==> src/pkg/occd_pkg.sv <==
// constants and types for the output channel config and divider block
// assumes a 32-bit AHB-Lite bus with word-aligned registers
package occd_pkg;
    localparam int          NUM_CH       = 2;
    localparam int          IDX_LSB      = 2;
    localparam logic [7:0]  IDX_CH0_CTRL = 8'h1f;
    localparam logic [7:0]  IDX_CH1_CTRL = 8'h20;
    localparam logic [7:0]  IDX_DIV      = 8'h21;
    localparam logic [7:0]  IDX_STATUS   = 8'h22;
    localparam int          SEL_LSB      = 5;
    localparam int          MODE1_LSB    = 3;
    localparam int          MODE2_LSB    = 1;
    localparam logic [7:0]  CH0_CTRL_RST = 8'hb0;
    localparam logic [7:0]  CH1_CTRL_RST = 8'h30;
    localparam logic [7:0]  CH0_WMASK    = 8'hfe;
    localparam logic [7:0]  CH1_WMASK    = 8'h7e;
    localparam logic [7:0]  DIV_RST      = 8'h01;
    localparam logic [4:0]  TAIL_MA_0    = 5'h04;
    localparam logic [4:0]  TAIL_MA_1    = 5'h06;
    localparam logic [4:0]  TAIL_MA_2    = 5'h08;
    localparam logic [4:0]  TAIL_MA_HCSL = 5'h10;
    localparam logic [4:0]  TAIL_MA_PECL = 5'h08;
    localparam logic [7:0]  LOAD_OHM_1   = 8'h32;
    localparam logic [7:0]  LOAD_OHM_2   = 8'h64;
    localparam logic [7:0]  LOAD_OHM_3   = 8'hc8;

    typedef enum logic [1:0] {
        OCCD_FMT_OFF  = 2'h0,
        OCCD_FMT_AC   = 2'h1,
        OCCD_FMT_HCSL = 2'h2,
        OCCD_FMT_CMOS = 2'h3
    } occd_fmt_t;

    typedef enum logic [1:0] {
        OCCD_PIN_HIZ  = 2'h0,
        OCCD_PIN_LOW  = 2'h1,
        OCCD_PIN_INV  = 2'h2,
        OCCD_PIN_TRUE = 2'h3
    } occd_pin_t;

    typedef enum logic [1:0] {
        OCCD_BUS_IDLE  = 2'h0,
        OCCD_BUS_WRITE = 2'h1,
        OCCD_BUS_READ  = 2'h3
    } occd_bus_t;
endpackage : occd_pkg

==> src/pkg/occd_chan_if.sv <==
// carrier between the register bank and one channel decoder
// assumes the decoder is purely combinational
`timescale 1ns/10ps
interface occd_chan_if;
    logic [7:0]          ctlByte;
    occd_pkg::occd_fmt_t fmt;
    logic [4:0]          tailMa;
    logic [7:0]          loadOhm;
    occd_pkg::occd_pin_t pinP;
    occd_pkg::occd_pin_t pinN;

    modport regs (output ctlByte, input fmt, input tailMa, input loadOhm, input pinP, input pinN);
    modport dec  (input ctlByte, output fmt, output tailMa, output loadOhm, output pinP, output pinN);
endinterface : occd_chan_if

==> src/logic/occd_channel_decode.sv <==
// decodes one channel control byte into driver settings
// assumes the byte comes straight from the register bank
`timescale 1ns/10ps
module occd_channel_decode (
    occd_chan_if.dec ch
);
    logic [1:0] mode1;
    logic [1:0] mode2;

    assign mode1 = ch.ctlByte[occd_pkg::MODE1_LSB +: 2];
    assign mode2 = ch.ctlByte[occd_pkg::MODE2_LSB +: 2];

    always_comb begin
        ch.fmt     = occd_pkg::occd_fmt_t'(ch.ctlByte[occd_pkg::SEL_LSB +: 2]);
        ch.tailMa  = 5'h00;
        ch.loadOhm = 8'h00;
        ch.pinP    = occd_pkg::OCCD_PIN_HIZ;
        ch.pinN    = occd_pkg::OCCD_PIN_HIZ;
        unique case (ch.fmt)
            occd_pkg::OCCD_FMT_AC, occd_pkg::OCCD_FMT_HCSL: begin
                unique case (mode1)
                    2'h0: ch.tailMa = occd_pkg::TAIL_MA_0;
                    2'h1: ch.tailMa = occd_pkg::TAIL_MA_1;
                    2'h2: ch.tailMa = occd_pkg::TAIL_MA_2;
                    2'h3: ch.tailMa = (ch.fmt == occd_pkg::OCCD_FMT_HCSL) ?
                                      occd_pkg::TAIL_MA_HCSL : occd_pkg::TAIL_MA_PECL;
                endcase
                if (ch.fmt == occd_pkg::OCCD_FMT_HCSL) begin
                    unique case (mode2)
                        2'h0: ch.loadOhm = 8'h00;
                        2'h1: ch.loadOhm = occd_pkg::LOAD_OHM_1;
                        2'h2: ch.loadOhm = occd_pkg::LOAD_OHM_2;
                        2'h3: ch.loadOhm = occd_pkg::LOAD_OHM_3;
                    endcase
                end
                // tristated hcsl load leaves the pair undriven
                if (ch.fmt == occd_pkg::OCCD_FMT_AC || mode2 != 2'h0) begin
                    ch.pinP = occd_pkg::OCCD_PIN_TRUE;
                    ch.pinN = occd_pkg::OCCD_PIN_INV;
                end
            end
            occd_pkg::OCCD_FMT_CMOS: begin
                ch.pinP = occd_pkg::occd_pin_t'(mode1);
                ch.pinN = occd_pkg::occd_pin_t'(mode2);
            end
            occd_pkg::OCCD_FMT_OFF: begin
                ch.pinP = occd_pkg::OCCD_PIN_HIZ;
            end
        endcase
    end
endmodule : occd_channel_decode

==> src/logic/occd_top.sv <==
// register bank and shared divider for output channels 0 and 1
// assumes one AHB-Lite master, single word transfers, hready = hreadyout
`timescale 1ns/10ps
module occd_top (
    input  wire logic                 sys_clk,
    input  wire logic                 rst,
    input  wire logic                 hsel,
    input  wire logic [31:0]          haddr,
    input  wire logic [1:0]           htrans,
    input  wire logic                 hwrite,
    input  wire logic [2:0]           hsize,
    input  wire logic [31:0]          hwdata,
    input  wire logic                 hready,
    output logic                      hreadyout,
    output logic                      hresp,
    output logic [31:0]               hrdata,
    output logic [1:0][1:0]           chFormat,
    output logic [1:0][4:0]           chTailMa,
    output logic [1:0][7:0]           chLoadOhm,
    output logic [1:0]                chOutP,
    output logic [1:0]                chOutPOeN,
    output logic [1:0]                chOutN,
    output logic [1:0]                chOutNOeN,
    output logic                      divClk,
    output logic                      divTick
);
    occd_pkg::occd_bus_t busState_reg;
    logic [7:0]          addrIdx_reg;
    logic [7:0]          ch0Ctl_reg;
    logic [7:0]          ch1Ctl_reg;
    logic [7:0]          div_reg;
    logic [7:0]          divCount_reg;
    logic [7:0]          divCount_next;
    logic                divClk_reg;
    logic                divTick_reg;
    logic                hreadyout_reg;
    logic [31:0]         hrdata_reg;
    logic [31:0]         readValue;
    logic [7:0]          reqIdx;
    logic                addrAccept;
    logic                regWrite;
    logic                divWrite;
    logic [8:0]          divHalf;
    logic [1:0][1:0]     chFormat_reg;
    logic [1:0][4:0]     chTailMa_reg;
    logic [1:0][7:0]     chLoadOhm_reg;
    logic [1:0]          chOutP_reg;
    logic [1:0]          chOutPOeN_reg;
    logic [1:0]          chOutN_reg;
    logic [1:0]          chOutNOeN_reg;
    logic [1:0][7:0]     chCtl;

    occd_chan_if chIf[occd_pkg::NUM_CH] ();

    // pin level and active-low enable for one driver state
    function automatic logic [1:0] pinDrive(occd_pkg::occd_pin_t st, logic clk);
        logic [1:0] r;
        r = 2'b10;
        unique case (st)
            occd_pkg::OCCD_PIN_HIZ:  r = 2'b10;
            occd_pkg::OCCD_PIN_LOW:  r = 2'b00;
            occd_pkg::OCCD_PIN_INV:  r = {1'b0, ~clk};
            occd_pkg::OCCD_PIN_TRUE: r = {1'b0, clk};
        endcase
        return r;
    endfunction : pinDrive

    assign chCtl[0]   = ch0Ctl_reg;
    assign chCtl[1]   = ch1Ctl_reg;
    assign reqIdx     = haddr[occd_pkg::IDX_LSB +: 8];
    assign addrAccept = hsel && htrans[1] && hready && (busState_reg != occd_pkg::OCCD_BUS_READ);
    assign regWrite   = (busState_reg == occd_pkg::OCCD_BUS_WRITE);
    assign divWrite   = regWrite && (addrIdx_reg == occd_pkg::IDX_DIV);

    // bus phase tracking; reads take one wait state so hrdata is a flop
    always_ff @(posedge sys_clk) begin
        if (rst) begin
            busState_reg  <= occd_pkg::OCCD_BUS_IDLE;
            addrIdx_reg   <= 8'h00;
            hreadyout_reg <= 1'b1;
            hrdata_reg    <= 32'h0000_0000;
        end else begin
            unique case (busState_reg)
                occd_pkg::OCCD_BUS_READ: begin
                    hrdata_reg    <= readValue;
                    hreadyout_reg <= 1'b1;
                    busState_reg  <= occd_pkg::OCCD_BUS_IDLE;
                end
                occd_pkg::OCCD_BUS_IDLE, occd_pkg::OCCD_BUS_WRITE: begin
                    if (addrAccept) begin
                        addrIdx_reg   <= reqIdx;
                        hreadyout_reg <= hwrite;
                        busState_reg  <= hwrite ? occd_pkg::OCCD_BUS_WRITE
                                                : occd_pkg::OCCD_BUS_READ;
                    end else begin
                        busState_reg <= occd_pkg::OCCD_BUS_IDLE;
                    end
                end
                default: begin
                    hreadyout_reg <= 1'b1;
                    busState_reg  <= occd_pkg::OCCD_BUS_IDLE;
                end
            endcase
        end
    end

    // reserved bits are masked off on write so they always read as zero
    always_ff @(posedge sys_clk) begin
        if (rst) begin
            ch0Ctl_reg <= occd_pkg::CH0_CTRL_RST;
        end else if (regWrite && addrIdx_reg == occd_pkg::IDX_CH0_CTRL) begin
            ch0Ctl_reg <= hwdata[7:0] & occd_pkg::CH0_WMASK;
        end
    end

    always_ff @(posedge sys_clk) begin
        if (rst) begin
            ch1Ctl_reg <= occd_pkg::CH1_CTRL_RST;
        end else if (regWrite && addrIdx_reg == occd_pkg::IDX_CH1_CTRL) begin
            ch1Ctl_reg <= hwdata[7:0] & occd_pkg::CH1_WMASK;
        end
    end

    // no nonvolatile copy here; reset loads the startup value
    always_ff @(posedge sys_clk) begin
        if (rst) begin
            div_reg <= occd_pkg::DIV_RST;
        end else if (divWrite) begin
            div_reg <= hwdata[7:0];
        end
    end

    // unmapped words read zero and ignore writes
    always_comb begin
        readValue = 32'h0000_0000;
        unique case (addrIdx_reg)
            occd_pkg::IDX_CH0_CTRL: readValue = {24'h000000, ch0Ctl_reg};
            occd_pkg::IDX_CH1_CTRL: readValue = {24'h000000, ch1Ctl_reg};
            occd_pkg::IDX_DIV:      readValue = {24'h000000, div_reg};
            occd_pkg::IDX_STATUS:   readValue = {23'h000000, divClk_reg, divCount_reg};
            default:                readValue = 32'h0000_0000;
        endcase
    end

    // divider restarts on every divider write so a new ratio starts a clean period
    // high for the larger half of an odd ratio
    assign divHalf = ({1'b0, div_reg} + 9'h002) >> 1;

    always_comb begin
        if (divWrite || divCount_reg == div_reg) begin
            divCount_next = 8'h00;
        end else begin
            divCount_next = divCount_reg + 8'h01;
        end
    end

    // ratio 1 holds divClk high; only divTick shows that rate
    always_ff @(posedge sys_clk) begin
        if (rst) begin
            divCount_reg <= 8'h00;
            divClk_reg   <= 1'b0;
            divTick_reg  <= 1'b0;
        end else begin
            divCount_reg <= divCount_next;
            divClk_reg   <= ({1'b0, divCount_reg} < divHalf);
            divTick_reg  <= (divCount_reg == 8'h00);
        end
    end

    generate
        for (genvar i = 0; i < occd_pkg::NUM_CH; i++) begin : g_ch
            assign chIf[i].ctlByte = chCtl[i];
            occd_channel_decode u_dec (
                .ch (chIf[i].dec)
            );
            always_ff @(posedge sys_clk) begin
                if (rst) begin
                    chFormat_reg[i]  <= 2'h0;
                    chTailMa_reg[i]  <= 5'h00;
                    chLoadOhm_reg[i] <= 8'h00;
                    chOutP_reg[i]    <= 1'b0;
                    chOutPOeN_reg[i] <= 1'b1;
                    chOutN_reg[i]    <= 1'b0;
                    chOutNOeN_reg[i] <= 1'b1;
                end else begin
                    chFormat_reg[i]  <= chIf[i].fmt;
                    chTailMa_reg[i]  <= chIf[i].tailMa;
                    chLoadOhm_reg[i] <= chIf[i].loadOhm;
                    {chOutPOeN_reg[i], chOutP_reg[i]} <= pinDrive(chIf[i].pinP, divClk_reg);
                    {chOutNOeN_reg[i], chOutN_reg[i]} <= pinDrive(chIf[i].pinN, divClk_reg);
                end
            end

            a_fmt_follows: assert property (@(posedge sys_clk) disable iff (rst)
                !$past(rst) |-> chFormat[i] == $past(chCtl[i][occd_pkg::SEL_LSB +: 2]))
                else $error("channel format does not follow its control field");

            a_cmos_pos_pin: assert property (@(posedge sys_clk) disable iff (rst)
                (chCtl[i][6:5] == 2'h3 && chCtl[i][4:3] == 2'h3)
                |=> (!chOutPOeN[i] && chOutP[i] == $past(divClk_reg)))
                else $error("cmos positive pin not driven true");

            a_tail_current: assert property (@(posedge sys_clk) disable iff (rst)
                (chCtl[i][6:5] == 2'h2 && chCtl[i][4:3] == 2'h3) |=> chTailMa[i] == 5'h10)
                else $error("hcsl top tail current is not 16 mA");

            a_cmos_neg_pin: assert property (@(posedge sys_clk) disable iff (rst)
                (chCtl[i][6:5] == 2'h3 && chCtl[i][2:1] == 2'h1)
                |=> (!chOutNOeN[i] && !chOutN[i]))
                else $error("cmos negative pin not held low");

            a_hcsl_load: assert property (@(posedge sys_clk) disable iff (rst)
                (chCtl[i][6:5] == 2'h2 && chCtl[i][2:1] == 2'h0)
                |=> (chLoadOhm[i] == 8'h00 && chOutPOeN[i] && chOutNOeN[i]))
                else $error("hcsl tristate load still drives the pair");

            a_off_tristate: assert property (@(posedge sys_clk) disable iff (rst)
                (chCtl[i][6:5] == 2'h0)
                |=> (chOutPOeN[i] && chOutNOeN[i] && chTailMa[i] == 5'h00))
                else $error("disabled channel still drives a pin");

            a_ac_diff_pins: assert property (@(posedge sys_clk) disable iff (rst)
                (chCtl[i][6:5] == 2'h1)
                |=> (!chOutPOeN[i] && !chOutNOeN[i] && chOutP[i] != chOutN[i]))
                else $error("ac differential pair not driven in opposite phase");

            a_cmos_pos_low: assert property (@(posedge sys_clk) disable iff (rst)
                (chCtl[i][6:5] == 2'h3 && chCtl[i][4:3] == 2'h1)
                |=> (!chOutPOeN[i] && !chOutP[i]))
                else $error("cmos positive pin not held low");

            a_tail_low: assert property (@(posedge sys_clk) disable iff (rst)
                (chCtl[i][6] != chCtl[i][5] && chCtl[i][4:3] == 2'h0)
                |=> chTailMa[i] == 5'h04)
                else $error("lowest tail current is not 4 mA");

            a_cmos_neg_true: assert property (@(posedge sys_clk) disable iff (rst)
                (chCtl[i][6:5] == 2'h3 && chCtl[i][2:1] == 2'h3)
                |=> (!chOutNOeN[i] && chOutN[i] == $past(divClk_reg)))
                else $error("cmos negative pin not driven true");

            a_hcsl_load_max: assert property (@(posedge sys_clk) disable iff (rst)
                (chCtl[i][6:5] == 2'h2 && chCtl[i][2:1] == 2'h3)
                |=> chLoadOhm[i] == 8'hc8)
                else $error("hcsl top load is not 200 ohm");
        end
    endgenerate

    assign hreadyout = hreadyout_reg;
    assign hresp     = 1'b0;
    assign hrdata    = hrdata_reg;
    assign chFormat  = chFormat_reg;
    assign chTailMa  = chTailMa_reg;
    assign chLoadOhm = chLoadOhm_reg;
    assign chOutP    = chOutP_reg;
    assign chOutPOeN = chOutPOeN_reg;
    assign chOutN    = chOutN_reg;
    assign chOutNOeN = chOutNOeN_reg;
    assign divClk    = divClk_reg;
    assign divTick   = divTick_reg;

    // helper: cycles between divider ticks, valid only without a divider write between
    // the tick right after a write still belongs to the old count, so skip it too
    logic [8:0] tickGap_reg;
    logic       tickGapOk_reg;
    logic       divWriteDly_reg;
    always_ff @(posedge sys_clk) begin
        if (rst) begin
            tickGap_reg     <= 9'h001;
            tickGapOk_reg   <= 1'b0;
            divWriteDly_reg <= 1'b0;
        end else begin
            tickGap_reg     <= divTick_reg ? 9'h001 : tickGap_reg + 9'h001;
            divWriteDly_reg <= divWrite;
            tickGapOk_reg   <= (divWrite || divWriteDly_reg) ? 1'b0 :
                               (divTick_reg ? 1'b1 : tickGapOk_reg);
        end
    end

    a_div_period: assert property (@(posedge sys_clk) disable iff (rst)
        (divTick_reg && tickGapOk_reg && !divWrite && !$past(divWrite))
        |-> tickGap_reg == {1'b0, div_reg} + 9'h001)
        else $error("divider period is not stored value plus one");

    a_ctrl_reset: assert property (@(posedge sys_clk)
        $past(rst) |-> (ch0Ctl_reg == 8'hb0 && ch1Ctl_reg == 8'h30))
        else $error("channel control reset value wrong");

    a_div_reset: assert property (@(posedge sys_clk)
        $fell(rst) |-> (div_reg == 8'h01 && divCount_reg == 8'h00 && !divTick_reg)
            ##1 (divCount_reg == 8'h01 && divTick_reg))
        else $error("divider does not come out of reset dividing by two");

    a_read_wait: assert property (@(posedge sys_clk) disable iff (rst)
        (addrAccept && !hwrite) |=> !hreadyout ##1 (hreadyout && hresp == 1'b0))
        else $error("read does not answer after one wait state");

    a_write_no_wait: assert property (@(posedge sys_clk) disable iff (rst)
        (addrAccept && hwrite) |=> (hreadyout && hresp == 1'b0))
        else $error("write inserts a wait state");

    a_rdata_holds: assert property (@(posedge sys_clk) disable iff (rst)
        (busState_reg != occd_pkg::OCCD_BUS_READ) |=> $stable(hrdata))
        else $error("read data changes outside a read");

    a_div_restart: assert property (@(posedge sys_clk) disable iff (rst)
        divWrite |=> divCount_reg == 8'h00 ##1 divTick_reg)
        else $error("divider does not restart after a write");
endmodule : occd_top

==> config.mk <==
export PLATFORM = sky130hd
export DESIGN_NAME = occd_top
export DESIGN_NICKNAME = d
export VERILOG_FILES = /design/src/pkg/occd_pkg.sv /design/src/pkg/occd_chan_if.sv /design/src/logic/occd_channel_decode.sv /design/src/logic/occd_top.sv
export SDC_FILE = /design/constraint.sdc
export NUM_CORES = 1
export LEC_CHECK = 0
export ABC_AREA = 1
export BUFFER_PORTS_ARGS = -buffer_cell sky130_fd_sc_hd__buf_2
export CAP_MARGIN = 40
export CORE_MARGIN = 2
export CORE_UTILIZATION = 50
export CTS_CLUSTER_DIAMETER = 200
export DETAILED_ROUTE_END_ITERATION = 8
export HOLD_SLACK_MARGIN = 0.15
export PLACE_DENSITY_LB_ADDON = 0.15
export SLEW_MARGIN = 40
export SYNTH_ARGS = -nofsm -noshare
export SYNTH_HDL_FRONTEND = slang
export SYNTH_HIERARCHICAL = 1
export SYNTH_SLANG_ARGS = --single-unit
==> constraint.sdc <==
create_clock -name sys_clk -period 2.1 [get_ports sys_clk]
set_input_delay 0.21 -clock sys_clk [delete_from_list [all_inputs] [get_ports sys_clk]]
set_output_delay 0.21 -clock sys_clk [all_outputs]
set_load 0.005 [all_outputs]
Word-level counts from Yosys, hierarchy flattened
Cells that the tools add are included.
- bits in registers: 112
- word-level logic and storage cells: 126
- input port bits: 74
- eq/ne operators: 38
- mux-type cells: 20
- $add $sub $neg: 2
- magnitude comparators: 1
- reduce and logical (&&, ||, !) cells: 34
- bitwise operators: 7
- operators with widths (cell ; count):
    $pmux W8 S4 ; 2
    $eq A2 B2 Y1 const B ; 21
    $pmux W5 S4 ; 2
    $pmux W9 S4 ; 1
    $pmux W2 S4 ; 4
    $eq A8 B6 Y1 const B ; 3
    $eq A2 B1 Y1 const B ; 11
    $logic_not A2 Y1 ; 11
    $reduce_or A2 Y1 ; 7
    $pmux W2 S3 ; 2
    $mux W2 ; 5
    $mux W5 ; 2
    $add A8 B2 Y9 const B ; 1
    $reduce_or A3 Y1 ; 3
    $add A8 B1 Y8 const B ; 1
    $eq A8 B5 Y1 const B ; 1
    $eq A8 B8 Y1 ; 1
    $logic_not A8 Y1 ; 1
    $lt A8 B8 Y1 ; 1
    $pmux W2 S2 ; 2
    $not A1 Y1 ; 7
    $logic_and A1 B1 Y1 ; 6
    $reduce_bool A2 Y1 ; 2
    $logic_or A1 B1 Y1 ; 3
    2 further kinds ; 2

Longest topological paths before layout
- word-level depth: 6
- mapped depth: 9
- gate-level depth less buffers: 9

By module
The synthesis kept the hierarchy.
- modules (own cells, without submodules) (module ; seq. area each (µm²) ; area each (µm²) ; instances ; cells an instance):
    occd_top ; 1781.7 ; 3818.7 ; 1 ; 487
    occd_channel_decode ; 0.0 ; 316.6 ; 2 ; 51

Worst setup path after synthesis
No wires, ideal clock.
- path type: register to register
- start: register div_reg[1]
- end: register divClk_reg, in the netlist divClk
- required time: 2.014 ns
- library setup time: 0.086 ns
- data arrival time: 1.593 ns
- path slack: 0.422 ns
- cell stages (with the launch flop): 9
- buffers on the path: 0
- cells stage by stage: dfxtp_1 -> inv_1 -> nor3_1 -> nand3_1 -> xor2_1 -> ha_1 -> a21oi_1 -> o21ai_0 -> a211oi_1
- longest elaborated chain between the ends: 2
- ends and longest elaborated chain (what ; RTL line ; source):
    from (decl) ; occd_top.sv:31 ; logic [7:0] div_reg;
    from (signal assigned) ; occd_top.sv:127 ; div_reg <= occd_pkg::DIV_RST;
    from (signal assigned) ; occd_top.sv:129 ; div_reg <= hwdata[7:0];
    $add A8 B2 Y9 ; occd_top.sv:147 ; assign divHalf = ({1'b0, div_reg} + 9'h002) >> 1;
    $lt A8 B8 Y1 ; occd_top.sv:165 ; divClk_reg <= ({1'b0, divCount_reg} < divHalf);
    to (signal assigned) ; occd_top.sv:165 ;
    to (decl) ; occd_top.sv:34 ; logic divClk_reg;
No other way between the ends.
A chain may end at the register's enable or synchronous reset.

Worst setup path after layout
Ends and elaborated chain as after synthesis.

==> qor.txt <==
Leak - 2.36 nW
Die area - 9670 um2
Dpl cell area - 4720 um2
Die W - 98.4 um
Post-synth top area share - 40.0%
Worst-path clk slew - 0.09 ns
Hold_sp - haddr[3]
TNS Setup - 0 ns
Status - finished clean
Final wirelength - 9090 um
Max VDD drop - 0.000319 V
Worst Hold Depth - 3
Antenna Nets Post-Route - 0
Wire length per cell - 11.7 um
Clock root buffer - clkbuf_8
DR WL met2 - 4390 um
Antenna violations before repair - 0
Final Setup Violations - 0
# nets final - 769
Port Buffers - 71
FF+latch count, synth - 89
Final Max Tran Viols - 0
Crit Path Category - reg -> reg
CP startpoint kind - register
# IOs - 148
Met1 WL - 4000 um
CTS buffer count - 9
Power Density - 676 nW/um2
Data required, critical path - 2.37 ns
Placer Congestion - 0.849
Post-synth ARST share - 0%
Routed wire length on met3 - 503 um
RSZ-0062 raised after global routing - false
Hpwl dp - 6730 um
Top FF cell, synth - dfxtp_1
Crit path time final - 1.88 ns
CTS HTree Levels - 3
Top routing layer in use - met4
Max FFs per register - 16
Reg2Reg Launch Point - div_reg[1]
Biggest area consumer among synthesized cells - dfxtp_1
Worst setup EP type - register
Fmax - 0.532 GHz
Maxcap violations - 0
# rows - 34
First-pass GRT wire length - 15100 um
Final Cell Area - 5110 um2
EDFF count, synth - 0
CP Max Fanout - 5
Synth warn - 6
Final period utilization - 89.5%
Setup Fix Bufs, Post-CTS - 0
Worst hold path type - in -> reg
Clock sinks - 89
Most numerous cell in the Yosys netlist - nand2_1
Clock Skews - 0.00990 ns
Via count - 3709
Final hold vios - 0
Synthesized area - 4450 um2
Share of layout cells above drive strength 1 - 17.2%
Clk_lat worst skew - 0.35 ns
Grt ovf - 0
Worst EP arrival - 2.15 ns
Synthesized instance count - 589
Initial DRC count - 135
Initial Utilization - 51.3%
Netlist cell types - 34
Top post-synthesis cells by count - 91 x nand2_1, 89 x dfxtp_1, 75 x inv_1
Syn-to-layout area delta - 14.8%
# DRC - 0
Gr usage total - 19.1%
Depth of the worst register-to-register path - 8
Clk buf depth - 2
Ant. Diodes - 0
Drt first pass iters - 4
Die height - 98.4 um
Drt via density - 4.77
Seq/Total Area, Yosys - 40.0%
Top post-synthesis cells by area - dfxtp_1 40%, ha_1 8.4%, nand2_1 7.7%, inv_1 6.3%, buf_4 6.1%
Mapped Avg Cell Area - 7.56 um2
Crit path launch - div_reg[1]
Vias in the first global route - 3337
CORE AREA - 8680 um2
Largest net degree at the start of global routing - 47
CTS tree - yes
-- path summary, 6_finish.rpt --
| kind | endpoint | slack, ns |
|---|---|---|
| worst max-delay path | divClk | 0.22 |
| worst min-delay path | addrIdx_reg[1] | 0.17 |
| worst max register to register | divClk | 0.22 |
| worst min register to register | addrIdx_reg[7] | 0.46 |
-- routing by layer --
metal	GRT usage (%)	vias to the layer above
met2	33.6	105
met5	0	-
met3	4.01	15
li1	-	1939
met1	23.1	1650
met4	6.85	0
-- per-stage QoR --
| step | cells | hold slack (ns) | worst slack (ns) | power (W) | utilization (%) |
|---|---|---|---|---|---|
| global placement | 747 | 0.391 | 0.214 | 0.00207 | 54.4 |
| finish | 778 | 0.168 | 0.220 | 0.00345 | 58.9 |
| global route | 778 | 0.190 | 0.0782 | 0.00360 | 58.9 |
| CTS | 777 | 0.151 | 0.190 | 0.00349 | 58.8 |
| detailed placement | 747 | 0.394 | 0.201 | 0.00207 | 54.4 |
| floorplan | 614 | 0.303 | 0.422 | 0.00201 | - |
-- critical path, stage by stage, from the launching register on --
cell and delay (ns):
dfxtp_1 0.41, inv_1 0.08, nor3_1 0.31, nand3_1 0.18, xor2_1 0.18, ha_1 0.29, a21oi_1 0.12, o21ai_0 0.08
a211oi_1 0.16
-- cell families after synthesis --
logic type	after synthesis	share of synthesized area, %
other	3	0.253
and+or+nand+nor	242	25.0
AOI/OAI and AO/OA	78	9.05
xor gates and xnor gates	13	2.56
adders and majority gates	30	8.43
DFF	89	40.0
buffers and inverters	134	14.7
-- cells in the final DEF, fill, tap and decap left out --
| cell type | instances |
|---|---|
| nor2_1 | 71 |
| inv_2 | 10 |
| clkbuf_1 | 1 |
| nor2_2 | 1 |
| o21ai_0 | 17 |
| nor4_1 | 1 |
| xnor2_1 | 2 |
| nor2_4 | 3 |
| clkinv_1 | 1 |
| ha_1 | 30 |
| nand2_2 | 6 |
| nand4_1 | 7 |
| clkinv_4 | 1 |
| dfxtp_1 | 89 |
| nor2_8 | 2 |
| nand2_1 | 91 |
| a21oi_1 | 39 |
| dlygate4sd3_1 | 15 |
| and3_1 | 1 |
| a211oi_1 | 1 |
| o211ai_1 | 1 |
| inv_6 | 1 |
| o21a_1 | 3 |
| nand3_4 | 1 |
| nor3_2 | 2 |
| xor2_1 | 11 |
| nand3_1 | 45 |
| nand3_2 | 1 |
| bufinv_16 | 3 |
| clkbuf_8 | 9 |
| nor3_1 | 9 |
| conb_1 | 28 |
| nand2_4 | 1 |
| buf_2 | 71 |
| clkinvlp_4 | 1 |
| buf_4 | 2 |
| o21ai_1 | 17 |
| inv_1 | 75 |
-- what timing repair did --
action	4_1_cts	5_1_grt
hold endpoints to repair	18	1
setup endpoints to repair	0	0
resized for setup	0	0
hold buffers	14	1
-- layout make-up --
| type | count | area (um2) |
|---|---|---|
| fill | 822 | 3570 |
| multi-input combinational | 391 | 2110 |
| sequential | 89 | 1780 |
| timing repair buffer | 88 | 520 |
| inverter | 86 | 323 |
| tap | 108 | 135 |
| clock buffer | 10 | 128 |
| clock inverter | 6 | 115 |
-- report_power, final --
part	total [W]	leakage (nW)	internal (W)	switching, W
clock	0.00140	0.117	0.000798	0.000602
sequential	0.00176	0.725	0.00173	0.0000312
combinational	0.000290	1.52	0.000115	0.000175
Power figures use the tool's default switching activity.
